<file path="config.mk">
export PLATFORM = sky130hd
export DESIGN_NAME = sbt_top
export DESIGN_NICKNAME = d
export VERILOG_FILES = /design/src/shared/sbt_pkg.sv /design/src/core/sbt_top.sv /design/src/core/sbt_timebase.sv /design/src/core/sbt_apb_regs.sv
export VERILOG_INCLUDE_DIRS = /design/src /design/src/shared
export SDC_FILE = /design/constraint.sdc
export NUM_CORES = 1
export LEC_CHECK = 0
export BUFFER_PORTS_ARGS = -buffer_cell sky130_fd_sc_hd__buf_4
export CORE_UTILIZATION = 30
export CTS_CLUSTER_SIZE = 12
export DETAILED_ROUTE_END_ITERATION = 10
export GPL_TIMING_DRIVEN = 0
export SETUP_SLACK_MARGIN = 0.3
export SLEW_MARGIN = 20
export SYNTH_ARGS = -nofsm -noshare
export SYNTH_HDL_FRONTEND = slang
export SYNTH_SLANG_ARGS = --single-unit
</file>
<file path="constraint.sdc">
create_clock -name clock_i -period 12.85 [get_ports clock_i]
set_input_delay 0.6425 -clock clock_i [delete_from_list [all_inputs] [get_ports clock_i]]
set_output_delay 0.6425 -clock clock_i [all_outputs]
set_load 0.02 [all_outputs]
</file>
<file path="src/shared/sbt_cfg.svh">
// constants of the bit timing recovery block
`ifndef SBT_CFG_SVH
`define SBT_CFG_SVH

// ----------------------------------------
// clock and oscillators
// ----------------------------------------
`define SBT_CLK_HZ          64'd10000000
`define SBT_NCO_W           24
`define SBT_NCO_ONE         64'd16777216
`define SBT_OSC0_HZ         64'd76800
`define SBT_OSC1_HZ         64'd93230
`define SBT_OSC2_HZ         64'd125210
`define SBT_OSC3_HZ         64'd152016
`define SBT_INC(f)          (((f) * `SBT_NCO_ONE) / `SBT_CLK_HZ)

// ----------------------------------------
// bit timer
// ----------------------------------------
`define SBT_BT_W            7
`define SBT_BT_MID          7'h40
`define SBT_BT_LAST         7'h7F
`define SBT_DIV_W           4

// ----------------------------------------
// register map
// ----------------------------------------
`define SBT_ADDR_W          12
`define SBT_OFF_CTRL        12'h000
`define SBT_OFF_STAT        12'h004
`define SBT_OFF_CORR        12'h008
`define SBT_CTRL_RATE_LSB   0
`define SBT_CTRL_FIXED_BIT  2
`define SBT_CTRL_FSYNC_BIT  3
`define SBT_CTRL_DIV_LSB    8
`define SBT_CTRL_RST        32'h00000400
`define SBT_CTRL_MASK       32'h00000F0F

`endif

</file>
<file path="src/shared/sbt_pkg.sv">
// types of the bit timing recovery block
package sbt_pkg;

	// ----------------------------------------
	// last correction applied
	// ----------------------------------------
	typedef enum logic [2:0] {
		SBT_CORR_NONE = 3'b001,
		SBT_CORR_ADD  = 3'b010,
		SBT_CORR_SUB  = 3'b100
	} sbt_corr_t;

	typedef logic [6:0] sbt_count_t;

endpackage : sbt_pkg

</file>
<file path="src/core/sbt_top.sv">
// bit timing recovery: input stage, add-subtract logic, bit timer, regenerator
//
// Decided for this implementation: the address map and the APB slave port.
`timescale 1ns/10ps
`include "sbt_cfg.svh"
module sbt_top (
	input  wire logic                   clock_i,
	input  wire logic                   rstn_i,
	input  wire logic                   psel_i,
	input  wire logic                   penable_i,
	input  wire logic                   pwrite_i,
	input  wire logic [`SBT_ADDR_W-1:0] paddr_i,
	input  wire logic [31:0]            pwdata_i,
	output logic [31:0]                 prdata_o,
	output logic                        pready_o,
	output logic                        pslverr_o,
	input  wire logic                   line_i,
	input  wire logic                   auto_sync_i,
	output logic                        data_o,
	output logic                        bit_timing_o,
	output logic                        regen_o,
	output logic                        regen_sync_o,
	output logic                        regen_ss_o,
	output sbt_pkg::sbt_count_t         bit_count_o
);
	import sbt_pkg::*;

	logic [31:0]           ctrl;
	logic                  corr_clr;
	logic [31:0]           stat;
	logic [31:0]           corr;
	logic                  tb_pulse;
	logic                  del_req, add_req;
	logic [`SBT_NCO_W-1:0] osc_inc;
	logic [1:0]            rate_sel;
	logic                  fixed_mode, fixed_sync, sync_mode;

	logic                  data_q, data_d;
	logic                  prev_q, prev_d;
	sbt_count_t            cnt_q, cnt_d;
	logic                  alt_q, alt_d;
	logic                  smp_q, smp_d;
	logic                  reg_q, reg_d;
	logic                  bt_q, bt_d;
	sbt_corr_t             last_q, last_d;
	logic [15:0]           adds_q, adds_d;
	logic [15:0]           subs_q, subs_d;
	logic                  ms_edge, early;

	// ----------------------------------------
	// oscillator pick
	// ----------------------------------------
	function automatic logic [`SBT_NCO_W-1:0] osc_pick(input logic [1:0] rate, input logic sync);
		logic [1:0] idx;
		idx = rate ^ {1'b0, sync};
		unique case (idx)
			2'h0: osc_pick = `SBT_NCO_W'(`SBT_INC(`SBT_OSC0_HZ));
			2'h1: osc_pick = `SBT_NCO_W'(`SBT_INC(`SBT_OSC1_HZ));
			2'h2: osc_pick = `SBT_NCO_W'(`SBT_INC(`SBT_OSC2_HZ));
			2'h3: osc_pick = `SBT_NCO_W'(`SBT_INC(`SBT_OSC3_HZ));
		endcase
	endfunction : osc_pick

	function automatic logic [15:0] sat_inc(input logic [15:0] v, input logic en);
		sat_inc = (en && v != 16'hFFFF) ? v + 16'h0001 : v;
	endfunction : sat_inc

	// ----------------------------------------
	// registers and mode
	// ----------------------------------------
	sbt_apb_regs u_regs (
		.clock_i    (clock_i),
		.rstn_i     (rstn_i),
		.psel_i     (psel_i),
		.penable_i  (penable_i),
		.pwrite_i   (pwrite_i),
		.paddr_i    (paddr_i),
		.pwdata_i   (pwdata_i),
		.prdata_o   (prdata_o),
		.pready_o   (pready_o),
		.pslverr_o  (pslverr_o),
		.stat_i     (stat),
		.corr_i     (corr),
		.ctrl_o     (ctrl),
		.corr_clr_o (corr_clr)
	);

	always_comb begin
		rate_sel     = ctrl[`SBT_CTRL_RATE_LSB +: 2];
		fixed_mode   = ctrl[`SBT_CTRL_FIXED_BIT];
		fixed_sync   = ctrl[`SBT_CTRL_FSYNC_BIT];
		sync_mode    = fixed_mode ? fixed_sync : auto_sync_i;
		regen_sync_o = sync_mode;
		regen_ss_o   = ~sync_mode;
		osc_inc      = osc_pick(rate_sel, sync_mode);
		stat         = {17'h00000, last_q, reg_q, bt_q, sync_mode, 1'b0, cnt_q};
		corr         = {subs_q, adds_q};
	end

	// ----------------------------------------
	// time-base
	// ----------------------------------------
	sbt_timebase u_tb (
		.clock_i    (clock_i),
		.rstn_i     (rstn_i),
		.osc_inc_i  (osc_inc),
		.div_i      (ctrl[`SBT_CTRL_DIV_LSB +: `SBT_DIV_W]),
		.del_req_i  (del_req),
		.add_req_i  (add_req),
		.tb_pulse_o (tb_pulse)
	);

	// ----------------------------------------
	// add-subtract and bit timer
	// ----------------------------------------
	always_comb begin
		data_d  = line_i;
		prev_d  = data_q;
		ms_edge = prev_q & ~data_q;
		// upper half of cycle means transition came before reference
		if (cnt_q == 7'h00) begin
			early = alt_q;
		end else begin
			early = cnt_q >= `SBT_BT_MID;
		end
		alt_d   = (ms_edge && cnt_q == 7'h00) ? ~alt_q : alt_q;
		del_req = ms_edge;
		add_req = ms_edge & early;
		last_d  = last_q;
		if (ms_edge) begin
			last_d = early ? SBT_CORR_ADD : SBT_CORR_SUB;
		end
		adds_d  = corr_clr ? 16'h0000 : adds_q;
		subs_d  = corr_clr ? 16'h0000 : subs_q;
		adds_d  = sat_inc(adds_d, add_req);
		subs_d  = sat_inc(subs_d, ms_edge & ~early);
		cnt_d   = tb_pulse ? cnt_q + 7'h01 : cnt_q;
		bt_d    = cnt_d < `SBT_BT_MID;
		smp_d   = smp_q;
		reg_d   = reg_q;
		if (tb_pulse && cnt_q == `SBT_BT_MID - 7'h01) begin
			smp_d = data_q;
		end
		if (tb_pulse && cnt_q == `SBT_BT_LAST) begin
			reg_d = smp_q;
		end
		data_o       = data_q;
		bit_timing_o = bt_q;
		regen_o      = reg_q;
		bit_count_o  = cnt_q;
	end

	always_ff @(posedge clock_i) begin
		if (!rstn_i) begin
			data_q <= 1'b1;
			prev_q <= 1'b1;
			cnt_q  <= 7'h00;
			alt_q  <= 1'b0;
			smp_q  <= 1'b1;
			reg_q  <= 1'b1;
			bt_q   <= 1'b1;
			last_q <= SBT_CORR_NONE;
			adds_q <= 16'h0000;
			subs_q <= 16'h0000;
		end else begin
			data_q <= data_d;
			prev_q <= prev_d;
			cnt_q  <= cnt_d;
			alt_q  <= alt_d;
			smp_q  <= smp_d;
			reg_q  <= reg_d;
			bt_q   <= bt_d;
			last_q <= last_d;
			adds_q <= adds_d;
			subs_q <= subs_d;
		end
	end

endmodule : sbt_top

</file>
<file path="src/core/sbt_timebase.sv">
// oscillator and time-base divider with pulse insert and delete
`timescale 1ns/10ps
`include "sbt_cfg.svh"
module sbt_timebase (
	input  wire logic                   clock_i,
	input  wire logic                   rstn_i,
	input  wire logic [`SBT_NCO_W-1:0]  osc_inc_i,
	input  wire logic [`SBT_DIV_W-1:0]  div_i,
	input  wire logic                   del_req_i,
	input  wire logic                   add_req_i,
	output logic                        tb_pulse_o
);
	import sbt_pkg::*;

	logic [`SBT_NCO_W-1:0] acc_q, acc_d;
	logic                  s1_q, s1_d;
	logic [`SBT_DIV_W-1:0] s2_q, s2_d;
	logic                  del_q, del_d;
	logic                  add_q, add_d;
	logic                  osc_tick, s1_tick, raw;

	// ----------------------------------------
	// next state
	// ----------------------------------------
	always_comb begin
		logic [`SBT_NCO_W:0]   sum;
		logic [`SBT_DIV_W:0]   s2n;
		logic [`SBT_DIV_W-1:0] dv;
		sum      = {1'b0, acc_q} + {1'b0, osc_inc_i};
		s2n      = {1'b0, s2_q};
		// zero divide acts as divide by one
		dv       = (div_i == '0) ? `SBT_DIV_W'(1) : div_i;
		osc_tick = sum[`SBT_NCO_W];
		acc_d    = sum[`SBT_NCO_W-1:0];
		s1_tick  = osc_tick & s1_q;
		s1_d     = s1_q ^ osc_tick;
		// second stage also takes the injected pulse
		s2n      = s2n + {4'h0, s1_tick} + {4'h0, add_req_i};
		raw      = 1'b0;
		if (s2n >= {1'b0, dv}) begin
			raw = 1'b1;
			s2n = s2n - {1'b0, dv};
		end
		s2_d = s2n[`SBT_DIV_W-1:0];
		// swallow one pulse per request
		tb_pulse_o = (raw & ~del_q) | (add_q & ~raw);
		del_d = del_req_i | (del_q & ~raw);
		add_d = add_req_i | (add_q & raw);
	end

	// ----------------------------------------
	// registers
	// ----------------------------------------
	always_ff @(posedge clock_i) begin
		if (!rstn_i) begin
			acc_q <= '0;
			s1_q  <= 1'b0;
			s2_q  <= '0;
			del_q <= 1'b0;
			add_q <= 1'b0;
		end else begin
			acc_q <= acc_d;
			s1_q  <= s1_d;
			s2_q  <= s2_d;
			del_q <= del_d;
			add_q <= add_d;
		end
	end

endmodule : sbt_timebase

</file>
<file path="src/core/sbt_apb_regs.sv">
// apb register slave of the bit timing recovery block
`timescale 1ns/10ps
`include "sbt_cfg.svh"
module sbt_apb_regs (
	input  wire logic                   clock_i,
	input  wire logic                   rstn_i,
	input  wire logic                   psel_i,
	input  wire logic                   penable_i,
	input  wire logic                   pwrite_i,
	input  wire logic [`SBT_ADDR_W-1:0] paddr_i,
	input  wire logic [31:0]            pwdata_i,
	output logic [31:0]                 prdata_o,
	output logic                        pready_o,
	output logic                        pslverr_o,
	input  wire logic [31:0]            stat_i,
	input  wire logic [31:0]            corr_i,
	output logic [31:0]                 ctrl_o,
	output logic                        corr_clr_o
);
	import sbt_pkg::*;

	logic [31:0] ctrl_q, ctrl_d;
	logic        acc, hit;

	// ----------------------------------------
	// decode and write
	// ----------------------------------------
	always_comb begin
		acc        = psel_i & penable_i;
		hit        = (paddr_i == `SBT_OFF_CTRL) | (paddr_i == `SBT_OFF_STAT) | (paddr_i == `SBT_OFF_CORR);
		pready_o   = 1'b1;
		pslverr_o  = acc & ~hit;
		ctrl_d     = ctrl_q;
		corr_clr_o = 1'b0;
		if (acc && pwrite_i && paddr_i == `SBT_OFF_CTRL) begin
			ctrl_d = pwdata_i & `SBT_CTRL_MASK;
		end
		if (acc && pwrite_i && paddr_i == `SBT_OFF_CORR) begin
			corr_clr_o = 1'b1;
		end
		unique case (paddr_i)
			`SBT_OFF_CTRL: prdata_o = ctrl_q;
			`SBT_OFF_STAT: prdata_o = stat_i;
			`SBT_OFF_CORR: prdata_o = corr_i;
			default:       prdata_o = 32'h00000000;
		endcase
		ctrl_o = ctrl_q;
	end

	// ----------------------------------------
	// registers
	// ----------------------------------------
	always_ff @(posedge clock_i) begin
		if (!rstn_i) begin
			ctrl_q <= `SBT_CTRL_RST;
		end else begin
			ctrl_q <= ctrl_d;
		end
	end

endmodule : sbt_apb_regs

</file>
==> qor.txt, run 1 <==
Placed Cells -> 926
largest fanout on the critical path -> 8
IO Count -> 97
grt ovf -> 0
Port Buffer Count -> 70
PnR worst setup slack -> 6300 ps
Area Overhead vs Synth -> 20.2%
worst skew pair latency -> 350 ps
TritonCTS Buffers -> 9
ant diodes -> 0
share of layout cells above drive strength 1 -> 0.151
All-Layer GR Usage -> 0.156
# hold bufs at CTS -> 0
Mean Syn Cell Area -> 8.51 um2
layout net count -> 795
worst slew pin tran -> 805 ps
reg2reg start -> u_regs.ctrl_o[2]$_SDFFE_PN0P_
Slew Viols, Final -> 0
total number of vias -> 4692
clk_skew -> 11.0 ps
Initial Utilization -> 0.308
clk root buf -> clkbuf_16
largest net degree at the start of global routing -> 15
WL/cell -> 14.6 um
core area -> 0.0174 mm2
CTS tree -> built
fmax -> 153 MHz
Bufs on Longest Clock Path -> 2
most common cell after layout, fill and taps aside -> dfxtp_1
drc violations -> 0
R2R Setup Slk -> 6300 ps
CP Data Arrival Time -> 6780 ps
hold endpoint -> last_q[0]$_SDFFE_PN1P_
FF-to-FF path depth -> 21
TritonCTS sink count -> 87
pwr dens -> 131 mW/mm2
vias in the first global route -> 4427
most frequent cells in the layout -> 87 x dfxtp_1, 71 x buf_4, 50 x nor2_1, 48 x nand2_1, 47 x and2_1
Final Hold Viols -> 0
total negative slack -> 0 ps
fillers -> 1826
post-synthesis cell count -> 631
post_cts resized -> 0
sequential-to-total area share from yosys stat -> 0.324
maxcap violations -> 0
synthesized area -> 0.00537 mm2
DIE AREA -> 0.0184 mm2
site row count -> 48
Hold Slack -> 451 ps
VDD IR-drop max -> 0.0702 mV
fin crit share -> 0.510
antenna violations before repair -> 0
non-filler instance count after layout -> 942
die width -> 136 um
FF+latch count, synth -> 87
global-route wire length before repair -> 22.4 mm
final worst path period need -> 6550 ps
HPWL Detailed -> 10.2 mm
dpl ws -> 6080 ps
hold depth -> 2
startpoint types -> flip-flop
leading register cell type out of synthesis -> dfxtp_1
synth unique cells -> 65
total wire length -> 13.7 mm
Syn Nets -> 714
Setup-failing EPs final -> 0
relative slew slack -> 0.459
clock slew at reported path FFs -> 70 ps
first-pass detailed-route iteration total -> 4
Setup Buffers After CTS -> 0
antenna-violating nets left -> 0
Via density -> 4.98
RSZ-0062 raised after global routing -> no
element type at the critical path end -> flip-flop
Worst Min Path Start -> last_q[0]$_SDFFE_PN1P_
Final GP Congestion -> 0.814
Async SR Flop Fraction -> 0
yosys synthesis warning count -> 0
H-tree depth reported by CTS -> 3
leakage -> 0.00249 uW
CP Class -> flip-flop to flip-flop
DRT iter0 DRCs -> 303
FF-to-FF End -> smp_q$_SDFFE_PN1P_
Worst EP required -> 13080 ps
die height -> 136 um
Post-synth EDFFs -> 0
HP Class -> flip-flop to flip-flop
outcome -> completed
-- sequential cells by signal, indices dropped and copies added (netlist names), named ones only --
name / cells
u_tb.add_q: 1
data_o: 1
bit_timing_o: 1
u_regs.ctrl_o: 8
subs_q: 16
smp_q: 1
regen_o: 1
u_tb.del_q: 1
u_tb.s2_q: 4
alt_q: 1
adds_q: 16
last_q: 3
bit_count_o: 6
u_tb.acc_q: 24
prev_q: 1
u_tb.s1_q: 1
-- power by group --
group / switching, uW / total [uW] / internal [uW]
sequential: 19.6 / 318 / 299
clock: 114 / 250 / 136
combinational: 158 / 280 / 122
total: 291 / 848 / 557
-- logic make-up after synthesis --
| group | share of synthesized area |
|---|---|
| XOR/XNOR | 0.0717 |
| AO/OA/AOI/OAI | 0.160 |
| adder cells (fa/ha/maj) | 0.0787 |
| other | 0.000698 |
| AND/OR/NAND/NOR | 0.277 |
| multiplexers | 0.0489 |
| flip-flops | 0.324 |
| buffers and inverters | 0.0387 |
-- synth_stat cells, types with 4 or more instances --
cell | instances | area share
a211oi_1 | 9 | 0.013
a21boi_0 | 7 | 0.0098
a21o_1 | 6 | 0.0084
a21oi_1 | 27 | 0.025
a22oi_1 | 7 | 0.0098
a31oi_1 | 6 | 0.0070
a41oi_1 | 5 | 0.0082
and2_1 | 47 | 0.055
and3_1 | 13 | 0.015
clkbuf_1 | 18 | 0.013
dfxtp_1 | 87 | 0.32
ha_1 | 29 | 0.068
inv_1 | 23 | 0.016
mux2i_1 | 24 | 0.045
nand2_1 | 48 | 0.034
nand2b_1 | 13 | 0.015
nand3_1 | 27 | 0.025
nand4_1 | 6 | 0.0070
nor2_1 | 50 | 0.035
nor2b_1 | 15 | 0.017
nor3_1 | 10 | 0.0093
nor4_1 | 10 | 0.012
nor4_2 | 4 | 0.0093
o211ai_1 | 9 | 0.013
o21a_1 | 6 | 0.0084
o21ai_0 | 19 | 0.018
or3_1 | 5 | 0.0058
xnor2_1 | 28 | 0.046
xor2_1 | 16 | 0.026
-- worst max-delay path by stage --
stage | cells past startpoint | from | to | slack [ps]
after floorplan | 21 | auto_sync_i | smp_q$_SDFFE_PN1P_ | 6940
after global routing | 24 | u_regs.ctrl_o[2]$_SDFFE_PN0P_ | smp_q$_SDFFE_PN1P_ | 5900
after global placement | 25 | auto_sync_i | smp_q$_SDFFE_PN1P_ | 6140
after CTS | 21 | u_regs.ctrl_o[2]$_SDFFE_PN0P_ | smp_q$_SDFFE_PN1P_ | 6320
after detailed placement | 22 | auto_sync_i | smp_q$_SDFFE_PN1P_ | 6080
final | 21 | u_regs.ctrl_o[2]$_SDFFE_PN0P_ | smp_q$_SDFFE_PN1P_ | 6300
-- stage by stage --
step	cell area (um2)	total power (uW)	utilization
floorplan	5370	538	-
global placement	6180	599	0.355
detailed placement	6180	599	0.355
CTS	6450	852	0.371
global route	6450	905	0.371
finish	6450	848	0.371
-- area by class of cell --
type	instances	area (um2)	share of cell area
Multi-Input combinational cell	496	3420	0.530
Sequential cell	87	1740	0.270
Timing Repair Buffer	70	526	0.0814
Tap cell	225	282	0.0436
Clock buffer	11	243	0.0376
Buffer	25	121	0.0188
Inverter	23	86.3	0.0134
Clock inverter	5	33.8	0.00523
-- metal layers --
metal  up-vias  GRT usage  share of wire
li1       2421          -              -
met1      2177      0.205           0.49
met2        83      0.252           0.46
met3        11     0.0332          0.034
met4         0     0.0499          0.014
met5         -          0              0
-- worst max-delay path, stage by stage (launching register included) --
cell,delay [ps]
dfxtp_1,390
mux2i_1,500
xnor2_1,260
ha_1,210
inv_1,60
ha_1,220
fa_1,440
a211oi_1,370
o21ai_0,300
nand4_1,220
nand3_1,160
and3_1,220
ha_1,210
inv_1,90
fa_1,440
ha_1,320
nand2b_1,170
a2111oi_2,430
o21ai_2,230
mux2i_1,300
nor4_2,500
mux2_2,380
No activity file was read; power rests on OpenSTA's default activity.
==> run 2: changes to the inputs <==
Settings changed: ABC_AREA set to 1.
Clock period 12.85 ns to 6.09 ns, I/O delays scaled along.
==> run 2 against run 1 <==
Compared with the run above:
- highest routed layer unchanged
- clock skew decreased by 0.96 ps
- non-clock buffer count unchanged
- power up 130%
- die area increased by 11%
- wire length up 25%
==> qor.txt, run 2 <==
top-count cell post-synth -> nand2_1
post-synthesis cell count -> 940
vias in the first global route -> 5593
Critical path buffers and inverters -> 7
slowest CP cell -> ha_1
Post-synth EDFFs -> 0
non-filler instance count after layout -> 1291
pwr dens -> 265 mW/mm2
total wire length -> 17.1 mm
Setup-failing EPs final -> 0
post-synth top area share -> 0.293
synthesized area -> 0.00595 mm2
site row count -> 51
sequential-to-total area share from yosys stat -> 0.293
largest net degree at the start of global routing -> 14
fillers -> 2109
final worst path period need -> 5350 ps
Yosys top cell by area -> dfxtp_1
Syn Nets -> 1023
maxcap violations -> 0
# hold bufs at CTS -> 0
worst skew pair latency -> 350 ps
Final Hold Viols -> 0
element type at the critical path end -> flip-flop
global-route wire length before repair -> 27.8 mm
Bufs on Longest Clock Path -> 2
Async SR Flop Fraction -> 0
Worst EP required -> 6340 ps
WL/cell -> 13.2 um
crit-path most repeated cell -> nand2_1
leakage -> 0.00334 uW
clk_skew -> 10.0 ps
HP Class -> primary input to flip-flop
leading register cell type out of synthesis -> dfxtp_1
Design Area, Final -> 0.00722 mm2
H-tree depth reported by CTS -> 3
Port Buffer Count -> 70
RSZ-0062 raised after global routing -> no
top cells by count, synth -> 223 x nand2_1, 159 x inv_1, 127 x nor2_1
largest fanout on the critical path -> 10
Via density -> 4.61
Biggest register -> u_tb.acc_q
DIE AREA -> 0.0204 mm2
outcome -> completed
drc violations -> 0
most common cell after layout, fill and taps aside -> nand2_1
DRT iter0 DRCs -> 328
layout net count -> 1107
CTS tree -> built
VDD IR-drop max -> 0.144 mV
relative slew slack -> 0.479
antenna violations before repair -> 0
All-Layer GR Usage -> 0.176
synth unique cells -> 46
fin crit share -> 0.878
TritonCTS Buffers -> 9
yosys synthesis warning count -> 0
IO Count -> 97
Placed Area -> 0.00681 mm2
Initial Utilization -> 0.306
antenna-violating nets left -> 0
total number of vias -> 5948
share of layout cells above drive strength 1 -> 0.147
clock slew at reported path FFs -> 70 ps
die height -> 143 um
TritonCTS sink count -> 87
ant diodes -> 0
cell family with most CP delay -> adder cells
core area -> 0.0195 mm2
main area contributors after synthesis -> dfxtp_1 29%, nand2_1 14%, inv_1 10%
fmax -> 187 MHz
clk root buf -> clkbuf_16
Final GP Congestion -> 0.904
Largest regs -> u_tb.acc_q: 24 flops, adds_q: 16 flops, subs_q: 16 flops
max reg flops -> 24
CP max stage delay -> 390 ps
Mean Syn Cell Area -> 6.33 um2
CP Data Arrival Time -> 5590 ps
Slew Viols, Final -> 0
most frequent cells in the layout -> 223 x nand2_1, 157 x inv_1, 127 x nor2_1, 86 x dfxtp_1, 76 x buf_4
grt ovf -> 0
HPWL Detailed -> 13.2 mm
first-pass detailed-route iteration total -> 5
startpoint types -> flip-flop
Area Overhead vs Synth -> 21.2%
CP Class -> flip-flop to flip-flop
die width -> 143 um
FF+latch count, synth -> 87
Placed Cells -> 1275
worst slew pin tran -> 781 ps
[run 2: layout make-up]
type / instances / area (um2) / area share
multi-input cells: 663 / 3550 / 0.492
flip-flops and latches: 87 / 1740 / 0.241
inverters: 168 / 631 / 0.0874
repair buffers: 73 / 548 / 0.0759
well taps: 265 / 332 / 0.0459
clock buffers: 10 / 229 / 0.0317
plain buffers: 22 / 140 / 0.0194
clock inverters: 3 / 46.3 / 0.00641
[run 2: cells by family after synthesis]
kind of cell / synth area share
xor gates and xnor gates: 0.0280
and+or+nand+nor: 0.339
buffers and inverters: 0.129
DFF: 0.293
AOI/OAI and AO/OA: 0.140
other: 0.000630
adders and majority gates: 0.0710
[run 2: worst paths after layout]
check / cells after the start / start / slack (ps) / end
worst max-delay path: 30 / u_regs.ctrl_o[3]$_SDFFE_PN0P_ / 740 / flip-flop
worst min-delay path: 2 / line_i / 140 / data_o$_SDFF_PN1_
worst max register to register: 30 / u_regs.ctrl_o[3]$_SDFFE_PN0P_ / 740 / flip-flop
worst min register to register: 2 / u_tb.add_q$_SDFF_PN0_ / 470 / u_tb.add_q$_SDFF_PN0_
[run 2: timing repair]
item,CTS,global route
setup buffers,2,1
setup endpoints to repair,16,15
resized for setup,8,14
pin swaps,2,6
[run 2: metrics by stage]
stage	hold WS (ps)	util	setup slack (ps)	power, uW	TNS [ps]
floorplan	411	-	659	1170	0
global placement	454	0.350	-392	1320	-3130
detailed placement	463	0.350	-436	1330	-3660
CTS	135	0.367	328	1900	0
global route	149	0.371	309	2060	0
finish	144	0.371	742	1910	0
[run 2: power by group]
part / leakage, uW / switching (uW) / total [uW] / internal, uW
sequential: 0.000710 / 58.3 / 699 / 641
clock: 0.000131 / 239 / 552 / 313
combinational: 0.00250 / 423 / 663 / 240
total: 0.00334 / 720 / 1910 / 1190
[run 2: layer usage]
layer	track usage	share of wire	up-vias	wire, um
li1	-	-	3129	-
met3	0.0295	0.044	27	749
met1	0.217	0.45	2669	7760
met2	0.301	0.47	123	8090
met5	0	0	-	0
met4	0.0730	0.029	0	497
